File: src/ipog_regs.svh
// Timing constants and functional notes for the interleave phase and overvoltage guard
// Functional notes
// - Channel two clock lags channel one by 180 degrees when the option reads 1, else 240.
// - The sync output lags channel one by 90 degrees with option 1, or 120 with option 0.
// - A chain of controllers runs free or follows the predecessor's sync output, no clock needed.
// - A high side port overvoltage alarm kills all gate drives and soft start until it clears.
// - A low side port overvoltage alarm kills all gate drives and soft start until removed.
// - The low side alarm is ignored in boost, the high side alarm counts in both directions.
// - Each alarm must persist for the 5 us filter time before it acts.
// - Channel one, channel two and sync output share one switching frequency.
`ifndef IPOG_REGS_SVH
`define IPOG_REGS_SVH
`define IPOG_CLK_NS        100
`define IPOG_FILT_NS       5000
`define IPOG_FILT_CYC      ((`IPOG_FILT_NS + `IPOG_CLK_NS - 1) / `IPOG_CLK_NS)
`define IPOG_PERIOD_DEF    12'h0064
`define IPOG_PHASE_180     12'h00b4
`define IPOG_PHASE_240     12'h00f0
`define IPOG_PHASE_90      12'h005a
`define IPOG_PHASE_120     12'h0078
`define IPOG_DEG_FULL      12'h0168
`define IPOG_PULSE_DIV     12'h0004
`endif

File: src/ipog_pkg.sv
// Types for the interleave phase and overvoltage guard
package ipog_pkg;
    typedef struct packed {
        logic ch1;
        logic ch2;
        logic sync;
    } ipog_clocks_t;
    typedef struct packed {
        logic hs1;
        logic ls1;
        logic hs2;
        logic ls2;
    } ipog_gates_t;
    typedef enum logic [1:0] {IPOG_RUN, IPOG_FAULT} ipog_state_t;
endpackage

File: src/ipog_top.sv
// Interleaved clock generator and overvoltage gate guard
`timescale 1ns/100ps
`default_nettype none
`include "ipog_regs.svh"
module ipog_top (
    input  wire logic                  clk_i,
    input  wire logic                  srst_i,
    input  wire logic                  phase_option_select_i,
    input  wire logic                  sync_clock_in_i,
    input  wire logic                  ext_sync_en_i,
    input  wire logic                  boost_mode_i,
    input  wire logic                  hv_overvoltage_sense_i,
    input  wire logic                  lv_overvoltage_sense_i,
    input  wire ipog_pkg::ipog_gates_t gate_req_i,
    input  wire logic [11:0]           period_i,
    output var  ipog_pkg::ipog_clocks_t clocks_o,
    output var  ipog_pkg::ipog_gates_t  gates_o,
    output logic                       soft_start_reset_o,
    output logic                       ov_fault_o
);
    import ipog_pkg::*;

    // Two-flop synchronisers for the option, sync in, sync enable and both sense inputs; boost mode is used unsynchronised
    logic [4:0] meta_r;
    logic [4:0] sync_r;
    always_ff @(posedge clk_i) begin
        if (srst_i) begin
            meta_r <= 5'h00;
            sync_r <= 5'h00;
        end else begin
            meta_r <= {phase_option_select_i, sync_clock_in_i, ext_sync_en_i,
                       hv_overvoltage_sense_i, lv_overvoltage_sense_i};
            sync_r <= meta_r;
        end
    end
    logic opt_s, sin_s, ext_s, hv_s, lv_s;
    assign {opt_s, sin_s, ext_s, hv_s, lv_s} = sync_r;

    logic sin_d_r;
    always_ff @(posedge clk_i) begin
        if (srst_i) sin_d_r <= 1'b0;
        else sin_d_r <= sin_s;
    end
    wire sin_rise = sin_s & ~sin_d_r;

    // Period counter; an external sync edge restarts the cycle
    // A shorter period of 4 or more takes effect at once and wraps the count early
    logic [11:0] per_r;
    logic [11:0] cnt_r;
    always_ff @(posedge clk_i) begin
        if (srst_i) per_r <= `IPOG_PERIOD_DEF;
        else if (period_i >= `IPOG_PULSE_DIV) per_r <= period_i;
    end
    always_ff @(posedge clk_i) begin
        if (srst_i) cnt_r <= 12'h0000;
        else if ((ext_s && sin_rise) || cnt_r >= per_r - 12'h0001) cnt_r <= 12'h0000;
        else cnt_r <= cnt_r + 12'h0001;
    end

    // Degrees to counter offset; truncates to whole cycles
    function automatic logic [11:0] deg_off(input logic [11:0] deg, input logic [11:0] per);
        logic [23:0] prod;
        prod = deg * per;
        deg_off = 12'(prod / 24'(`IPOG_DEG_FULL));
    endfunction

    logic [11:0] off2, offs;
    assign off2 = deg_off(opt_s ? `IPOG_PHASE_180 : `IPOG_PHASE_240, per_r);
    assign offs = deg_off(opt_s ? `IPOG_PHASE_90 : `IPOG_PHASE_120, per_r);

    // Pulse is high for the first quarter period after its phase point
    function automatic logic in_pulse(input logic [11:0] c, input logic [11:0] off,
                                      input logic [11:0] per);
        logic [11:0] rel;
        rel = (c >= off) ? c - off : c + per - off;
        in_pulse = rel < per / `IPOG_PULSE_DIV;
    endfunction

    always_ff @(posedge clk_i) begin
        if (srst_i) clocks_o <= '0;
        else begin
            clocks_o.ch1  <= in_pulse(cnt_r, 12'h0000, per_r);
            clocks_o.ch2  <= in_pulse(cnt_r, off2, per_r);
            clocks_o.sync <= in_pulse(cnt_r, offs, per_r);
        end
    end

    // Glitch filters: alarm must hold for the full filter time
    logic [1:0] alarm_raw;
    wire  logic [1:0] alarm_r;
    assign alarm_raw = {hv_s, lv_s & ~boost_mode_i};
    genvar g;
    generate
        for (g = 0; g < 2; g++) begin : g_filt
            // Any dropout restarts the count, so chatter never trips
            logic [5:0] fcnt_r;
            logic       flt_r;
            always_ff @(posedge clk_i) begin
                if (srst_i) begin
                    fcnt_r <= 6'h00;
                    flt_r  <= 1'b0;
                end else if (!alarm_raw[g]) begin
                    fcnt_r <= 6'h00;
                    flt_r  <= 1'b0;
                end else if (fcnt_r >= 6'(`IPOG_FILT_CYC - 1)) begin
                    flt_r <= 1'b1;
                end else begin
                    fcnt_r <= fcnt_r + 6'h01;
                end
            end
            assign alarm_r[g] = flt_r;
        end
    endgenerate

    ipog_state_t st_r;
    ipog_state_t st_nxt;
    // Fault holds while any filtered alarm stands; restart once all clear
    always_comb begin
        st_nxt = st_r;
        unique case (st_r)
            IPOG_RUN: begin
                if (|alarm_r) st_nxt = IPOG_FAULT;
            end
            IPOG_FAULT: begin
                if (!(|alarm_r)) st_nxt = IPOG_RUN;
            end
            default: st_nxt = IPOG_RUN;
        endcase
    end
    always_ff @(posedge clk_i) begin
        if (srst_i) st_r <= IPOG_RUN;
        else st_r <= st_nxt;
    end

    always_ff @(posedge clk_i) begin
        if (srst_i) begin
            gates_o            <= '0;
            soft_start_reset_o <= 1'b1;
            ov_fault_o         <= 1'b0;
        end else begin
            gates_o            <= (st_nxt == IPOG_FAULT) ? '0 : gate_req_i;
            soft_start_reset_o <= (st_nxt == IPOG_FAULT);
            ov_fault_o         <= (st_nxt == IPOG_FAULT);
        end
    end

    // Protection checks
    a_gate_off_fault: assert property (@(posedge clk_i) disable iff (srst_i)
        alarm_r[1] |=> gates_o == '0 && soft_start_reset_o)
        else $error("gates on during hv alarm");

    a_lv_gate_off: assert property (@(posedge clk_i) disable iff (srst_i)
        alarm_r[0] |=> gates_o == '0)
        else $error("gates on during lv alarm");

    a_boost_lv_ignore: assert property (@(posedge clk_i) disable iff (srst_i)
        boost_mode_i |=> !alarm_r[0])
        else $error("lv alarm used in boost");

    a_filter_min_time: assert property (@(posedge clk_i) disable iff (srst_i)
        $rose(alarm_r[1]) |-> $past(hv_s, 8) && $past(hv_s, 49))
        else $error("hv alarm passed too soon");

    a_lv_filter_time: assert property (@(posedge clk_i) disable iff (srst_i)
        $rose(alarm_r[0]) |-> $past(lv_s, 1) && $past(lv_s, 49))
        else $error("lv alarm passed too soon");

    a_restart_clear: assert property (@(posedge clk_i) disable iff (srst_i)
        !hv_s && !lv_s |=> ##1 !soft_start_reset_o)
        else $error("soft start held after clear");

    a_sync_path: assert property (@(posedge clk_i) disable iff (srst_i)
        $rose(hv_s) |-> $past(hv_overvoltage_sense_i, 2))
        else $error("hv sense skipped synchroniser");

    a_lv_sync_path: assert property (@(posedge clk_i) disable iff (srst_i)
        $rose(lv_s) |-> $past(lv_overvoltage_sense_i, 2))
        else $error("lv sense skipped synchroniser");

    a_opt_sync_path: assert property (@(posedge clk_i) disable iff (srst_i)
        $rose(opt_s) |-> $past(phase_option_select_i, 2))
        else $error("option skipped synchroniser");

    a_sin_sync_path: assert property (@(posedge clk_i) disable iff (srst_i)
        $rose(sin_s) |-> $past(sync_clock_in_i, 2))
        else $error("sync in skipped synchroniser");

    a_fault_flag_set: assert property (@(posedge clk_i) disable iff (srst_i)
        |alarm_r |=> ov_fault_o)
        else $error("fault flag missing");

    a_fault_clear: assert property (@(posedge clk_i) disable iff (srst_i)
        !(|alarm_r) |=> !ov_fault_o && !soft_start_reset_o)
        else $error("fault held without alarm");

    a_gates_pass: assert property (@(posedge clk_i) disable iff (srst_i)
        !(|alarm_r) |=> gates_o == $past(gate_req_i))
        else $error("gates blocked without alarm");

    a_fault_pair: assert property (@(posedge clk_i) disable iff (srst_i)
        ov_fault_o |-> soft_start_reset_o && gates_o == '0)
        else $error("fault without gate kill");

    // Clock phase checks
    a_sync_lock: assert property (@(posedge clk_i) disable iff (srst_i)
        ext_s && sin_rise |=> cnt_r == 12'h0000)
        else $error("sync edge did not restart period");

    a_cnt_wrap: assert property (@(posedge clk_i) disable iff (srst_i)
        cnt_r >= per_r - 12'h0001 |=> cnt_r == 12'h0000)
        else $error("period counter overran");

    a_ch1_start: assert property (@(posedge clk_i) disable iff (srst_i)
        cnt_r == 12'h0000 |=> clocks_o.ch1)
        else $error("ch1 not high at period start");

    a_ch1_low: assert property (@(posedge clk_i) disable iff (srst_i)
        cnt_r == per_r / `IPOG_PULSE_DIV && $stable(per_r) |=> !clocks_o.ch1)
        else $error("ch1 pulse too wide");

    a_ch2_phase: assert property (@(posedge clk_i) disable iff (srst_i)
        cnt_r == off2 && $stable(per_r) |=> clocks_o.ch2)
        else $error("ch2 not high at its phase");

    a_sync_phase: assert property (@(posedge clk_i) disable iff (srst_i)
        cnt_r == offs && $stable(per_r) |=> clocks_o.sync)
        else $error("sync not high at its phase");
endmodule
`default_nettype wire

File: config.mk
export PLATFORM = sky130hd
export DESIGN_NAME = ipog_top
export DESIGN_NICKNAME = d
export VERILOG_FILES = /design/src/ipog_pkg.sv /design/src/ipog_top.sv
export VERILOG_INCLUDE_DIRS = /design/src /design/src/src
export SDC_FILE = /design/constraint.sdc
export NUM_CORES = 1
export LEC_CHECK = 0
export BUFFER_PORTS_ARGS = -buffer_cell sky130_fd_sc_hd__buf_4
export CORE_UTILIZATION = 50
export DETAILED_ROUTE_END_ITERATION = 10
export HOLD_SLACK_MARGIN = 0.02
export PLACE_DENSITY = 0.78
export REMOVE_ABC_BUFFERS = 1
export SLEW_MARGIN = 20
export SYNTH_ARGS = -nofsm -noshare
export SYNTH_HDL_FRONTEND = slang
export SYNTH_SLANG_ARGS = --single-unit
File: constraint.sdc
create_clock -name clk_i -period 26.8 [get_ports clk_i]
set_clock_uncertainty 0.1 [all_clocks]
set_input_delay 2.68 -clock clk_i [delete_from_list [all_inputs] [get_ports clk_i]]
set_output_delay 2.68 -clock clk_i [all_outputs]
set_load 0.1 [all_outputs]
==> results of run 1 <==
## cell type report
cell class | count | area share, %
inverters | 109 | 3.62
well taps | 270 | 2.98
multi-input cells | 1133 | 77.5
repair buffers | 39 | 2.58
flip-flops and latches | 59 | 10.4
clock inverters | 7 | 0.883
clock buffers | 9 | 1.99
## placed cells by master (no fill, tap or decap), types with 29 or more instances in the layout
master,instances
ha_1,148
nor2_1,117
a21oi_1,115
inv_1,104
o21ai_0,77
nand2_1,74
xnor2_1,73
dfxtp_1,59
nand2b_1,42
buf_4,39
fa_1,35
nand3_1,33
and2_1,29
## cell usage after synthesis (5+ instances only)
cell type	instances	area [um2]
ha_1	148	1850
nor2_1	117	439
a21oi_1	115	576
inv_1	104	390
o21ai_0	77	385
nand2_1	74	278
xnor2_1	73	639
dfxtp_1	59	1180
nand2b_1	42	263
fa_1	35	701
nand3_1	33	165
and2_1	29	181
nor2b_1	26	163
xor2_1	26	228
nor3_1	23	115
a21o_1	20	150
clkbuf_1	20	75.1
a211oi_1	17	128
a31oi_1	17	106
and3_1	13	81.3
o21bai_1	13	97.6
a211o_1	12	105
mux2i_1	12	120
buf_4	11	82.6
o211ai_1	11	82.6
nand4_1	9	56.3
o22ai_1	9	56.3
buf_2	8	40.0
nor4_1	8	50.1
o21a_1	8	60.1
or3_1	7	43.8
a41oi_1	6	52.6
o21ai_1	6	30.0
or2_2	6	37.5
or4_1	6	45.0
o31ai_1	5	37.5
## routing by layer
layer | wire length [um] | GRT usage [%]
met5 | 0 | 0
met4 | 409 | 6.08
met3 | 1430 | 3.15
met2 | 12800 | 43.2
met1 | 12500 | 33.1
## state kept, by name, indices dropped and copies added (netlist names)
register	count
clocks_o	3
cnt_r	12
g_filt.fcnt_r	12
g_filt.flt_r	2
gates_o	4
meta_r	5
ov_fault_o	1
per_r	12
sin_d_r	1
soft_start_reset_o	1
st_r	1
sync_r	5
## cell families (layout without fill, tap and decap cells)
kind of cell / Yosys count / after routing / share of synthesized area (%)
flip-flops: 59 / 59 / 11.1
AND/OR/NAND/NOR: 423 / 423 / 21.0
adder cells (fa/ha/maj): 185 / 185 / 24.2
XOR/XNOR: 102 / 102 / 8.63
AO/OA/AOI/OAI: 401 / 401 / 26.6
buffers and inverters: 152 / 164 / 6.10
multiplexers: 21 / 21 / 2.19
other: 1 / 1 / 0.0353
## per-stage QoR
step           std cells  instance area, um2  hold slack (ns)  setup slack [ns]
6_report            1626               11300            0.342              8.03
5_1_grt             1626               11300            0.363              6.57
4_1_cts             1626               11300            0.347              8.19
3_5_place_dp        1610               11000            0.328              8.22
3_3_place_gp        1610               11000            0.317              8.86
2_1_floorplan       1301               10400            0.314              9.63
## worst max-delay path, delay by kind of cell, from the launching register on
| kind | cells | cell delay (ns) |
|---|---|---|
| adder cells (fa/ha/maj) | 9 | 3.14 |
| flip-flops | 1 | 0.80 |
| AO/OA/AOI/OAI | 37 | 9.20 |
| buffers and inverters | 4 | 0.36 |
| multiplexers | 4 | 1.54 |
| XOR/XNOR | 2 | 0.91 |
| AND/OR/NAND/NOR | 16 | 2.57 |
## worst max path at each step
stage          cells past startpoint                      to                   from
6_report                          72  clocks_o[1]$_SDFF_PP0_   sync_r[4]$_SDFF_PP0_
5_1_grt                           72  clocks_o[1]$_SDFF_PP0_   sync_r[4]$_SDFF_PP0_
4_1_cts                           72  clocks_o[1]$_SDFF_PP0_   sync_r[4]$_SDFF_PP0_
3_5_place_dp                      72  clocks_o[1]$_SDFF_PP0_   sync_r[4]$_SDFF_PP0_
3_3_place_gp                      72  clocks_o[1]$_SDFF_PP0_  per_r[7]$_SDFFE_PP0P_
2_1_floorplan                     73  clocks_o[1]$_SDFF_PP0_  per_r[7]$_SDFFE_PP0P_
==> results.cfg, run 1 <==
[clocking]
clk_path_buf_depth = 2
cts_tree = done
clk_pin_slew_ns = 0.06
hold_buffers = 0
cts.sinks = 59
clk_latency_ns = 0.33
cts_root_buf = clkbuf_16
cts.repair.resized = 0
postCtsSetupRepairBufs = 0
htreeDepth = 3
numCtsBuffers = 9

[setup_path]
worst_setup_path_start_kind = flip-flop
r2r-end = clocks_o[1]$_SDFF_PP0_
critPathKind = reg -> reg
r2r_start = sync_r[4]$_SDFF_PP0_
cpPeakStageDelay_ns = 0.80
reg2reg_depth = 72
required_ns = 26.92
cp-end-kind = flip-flop
cp_slowest_cell = dfxtp_1
crit_fanout = 25
arrival_ns = 18.89
rrSetupSlack_ns = 8.03
crit_top_cell = a21oi_1

[synthesis]
netlist_instances = 1344
ys_types = 111
synthFlopType = dfxtp_1
synth-seq-cells = 59
syn_area_um2 = 10600
yosys_warnings = 0
avgSynthCellArea_um2 = 7.89
synthArstFlopShare_pct = 0
ys_seq_area_share_pct = 11.1
synth_edf_count = 0

[die]
pin_count = 33
die_w_um = 148
die_h_um = 148
dieArea_um2 = 21800
initial_core_util_pct = 51.8
num_rows = 52
core_um2 = 20500

[grt]
grt_max_degree = 32
grt_pass1_vias = 9459
track_usage_pct = 25.1
grt_pass1_wl_um = 44700
antenna_found_initial = 0
overflow = 0

[timing]
setup_viol = 0
period_share_pct = 70.0
worstMarginPinSlew_ns = 1.01
final.min_clock_period_ns = 18.77
fmax_mhz = 53.3
rsz0062_at_grt = false
finalHoldViolCount = 0
slew_headroom_pct = 31.9
tns_ns = 0
drv_slew = 0

[final_layout]
post-route-util_pct = 55.3
area_growth_pct = 6.90
nFillCells = 1842
antenna_cells = 0
regArea_um2 = 1180
layout.nets = 1558
drive_gt1_share_pct = 9.00
multiInputGateArea_um2 = 8790

[hold_path]
min_to = sync_r[1]$_SDFF_PP0_
hold_depth = 1
worstHoldPathType = reg -> reg
worstHoldStart = meta_r[1]$_SDFF_PP0_

[route]
drt-total-wl_um = 27100
drtPass1Iterations = 5
drtIter0Drc = 686
route.detailed.drc = 0
vias_per_cell = 6.06
wire_per_inst_um = 16.7
ant_nets = 0
num_vias = 9847

[job]
maxCapViolations = 0

[run_status]
status = completed

[placement]
gp_congestion = 0.947
dpl.hpwl_um = 21700
portBuffers = 32
Power of run 1 is not shown: default switching activity piles up to over one toggle a cycle in this logic, so the estimate is an artifact.
==> run 2, diff against run 1 <==
clock period = 17.9 ns   (was 26.8 ns; I/O delays follow)
==> results.cfg, run 2 (synthesis gave the netlist of run 1 again) <==
[setup_path]
crit_top_cell = a21oi_2
required_ns = 18.01
arrival_ns = 17.07
critPathKind = reg -> reg
cp_slowest_cell = dfxtp_2
worst_setup_path_start_kind = flip-flop
cp-end-kind = flip-flop
crit_fanout = 25
cpPeakStageDelay_ns = 0.57

[timing]
worstMarginPinSlew_ns = 0.924
drv_slew = 0
final.min_clock_period_ns = 16.96
slew_headroom_pct = 38.2
finalHoldViolCount = 0
setup_viol = 0
fmax_mhz = 59.0
period_share_pct = 94.7

[clocking]
hold_buffers = 0
clk_latency_ns = 0.33
cts_tree = done
clk_pin_slew_ns = 0.06
htreeDepth = 3
clk_path_buf_depth = 2
cts.sinks = 59
numCtsBuffers = 9
cts_root_buf = clkbuf_16

[die]
pin_count = 33
num_rows = 52
initial_core_util_pct = 51.8
die_w_um = 148
dieArea_um2 = 21800
core_um2 = 20500
die_h_um = 148

[final_layout]
layout.nets = 1599
fin_area_um2 = 12000
reg_top3 = cnt_r x12, g_filt.fcnt_r x12, per_r x12
layout_common_cells = ha_1 (147), nor2_1 (116), a21oi_1 (107), inv_1 (101), buf_4 (79)
antenna_cells = 0
drive_gt1_share_pct = 14.7
layout_commonest_cell = ha_1
nFillCells = 1813
stdcell_count = 1667
area_growth_pct = 12.7

[hold_path]
worstHoldPathType = reg -> reg

[grt]
antenna_found_initial = 0
grt_pass1_wl_um = 45800
overflow = 0
grt_pass1_vias = 9485
track_usage_pct = 25.5
grt_max_degree = 32

[route]
wire_per_inst_um = 17.0
route.detailed.drc = 0
drtPass1Iterations = 5
drtIter0Drc = 744
ant_nets = 0
drt-total-wl_um = 28400
vias_per_cell = 6.07
num_vias = 10100

[placement]
portBuffers = 32
gp_congestion = 0.936
place_area_um2 = 11200
dpl.hpwl_um = 22000
dp_cells = 1631

[run_status]
status = completed

[job]
maxCapViolations = 0
## run 2: timing repair
| item | 4_1_cts | 5_1_grt |
|---|---|---|
| gates resized for setup | 1 | 61 |
| endpoints found under the setup margin | 1 | 2 |
| setup buffers | 0 | 18 |
| gates cloned | 0 | 1 |
| pin swaps | 0 | 20 |
| endpoints found under the hold margin | 0 | 0 |
## run 2: worst max-delay path: cells and delay by family (launching register included)
family	cells	cell delay, ns
flops	1	0.57
compound gates	39	8.31
buf+inv	9	1.34
simple gates	16	2.28
fa+ha+maj	9	3.17
mux	3	1.07
## run 2: cell type report
cell class / instances / area, um2 / share of cell area, %
Tap cell: 270 / 338 / 2.82
Multi-Input combinational cell: 1134 / 9100 / 76.1
Sequential cell: 59 / 1190 / 9.92
Timing Repair Buffer: 79 / 593 / 4.96
Clock buffer: 10 / 239 / 2.00
Inverter: 109 / 414 / 3.46
Clock inverter: 6 / 88.8 / 0.743
## run 2: worst paths after layout
check / depth (start not counted) / end / slack (ns) / start
worst max-delay path: 76 / clocks_o[1]$_SDFF_PP0_ / 0.94 / sync_r[4]$_SDFF_PP0_
worst max register to register: 76 / clocks_o[1]$_SDFF_PP0_ / 0.94 / sync_r[4]$_SDFF_PP0_
worst min register to register: 1 / sync_r[4]$_SDFF_PP0_ / 0.34 / meta_r[4]$_SDFF_PP0_
worst min-delay path: 1 / sync_r[4]$_SDFF_PP0_ / 0.34 / meta_r[4]$_SDFF_PP0_
## run 2: stage by stage
step	hold WS [ns]	util [%]	TNS, ns	setup slack, ns
floorplan	0.314	-	0	0.729
finish	0.336	58.4	0	0.944
global route	0.350	58.4	-0.104	-0.104
CTS	0.338	56.1	0	0.116
detailed placement	0.322	54.5	0	0.0608
global placement	0.317	54.5	0	0.718
## run 2: per-layer routing
metal,vias up,routed length [um],part of all wire [%],GRT usage [%]
li1,4940,-,-,-
met1,4755,12600,44,34.5
met2,379,13400,47,42.2
met3,43,2040,7.2,4.57
met4,0,393,1.4,5.72
met5,-,0,0,0
Power of run 2 is left out for the same reason.
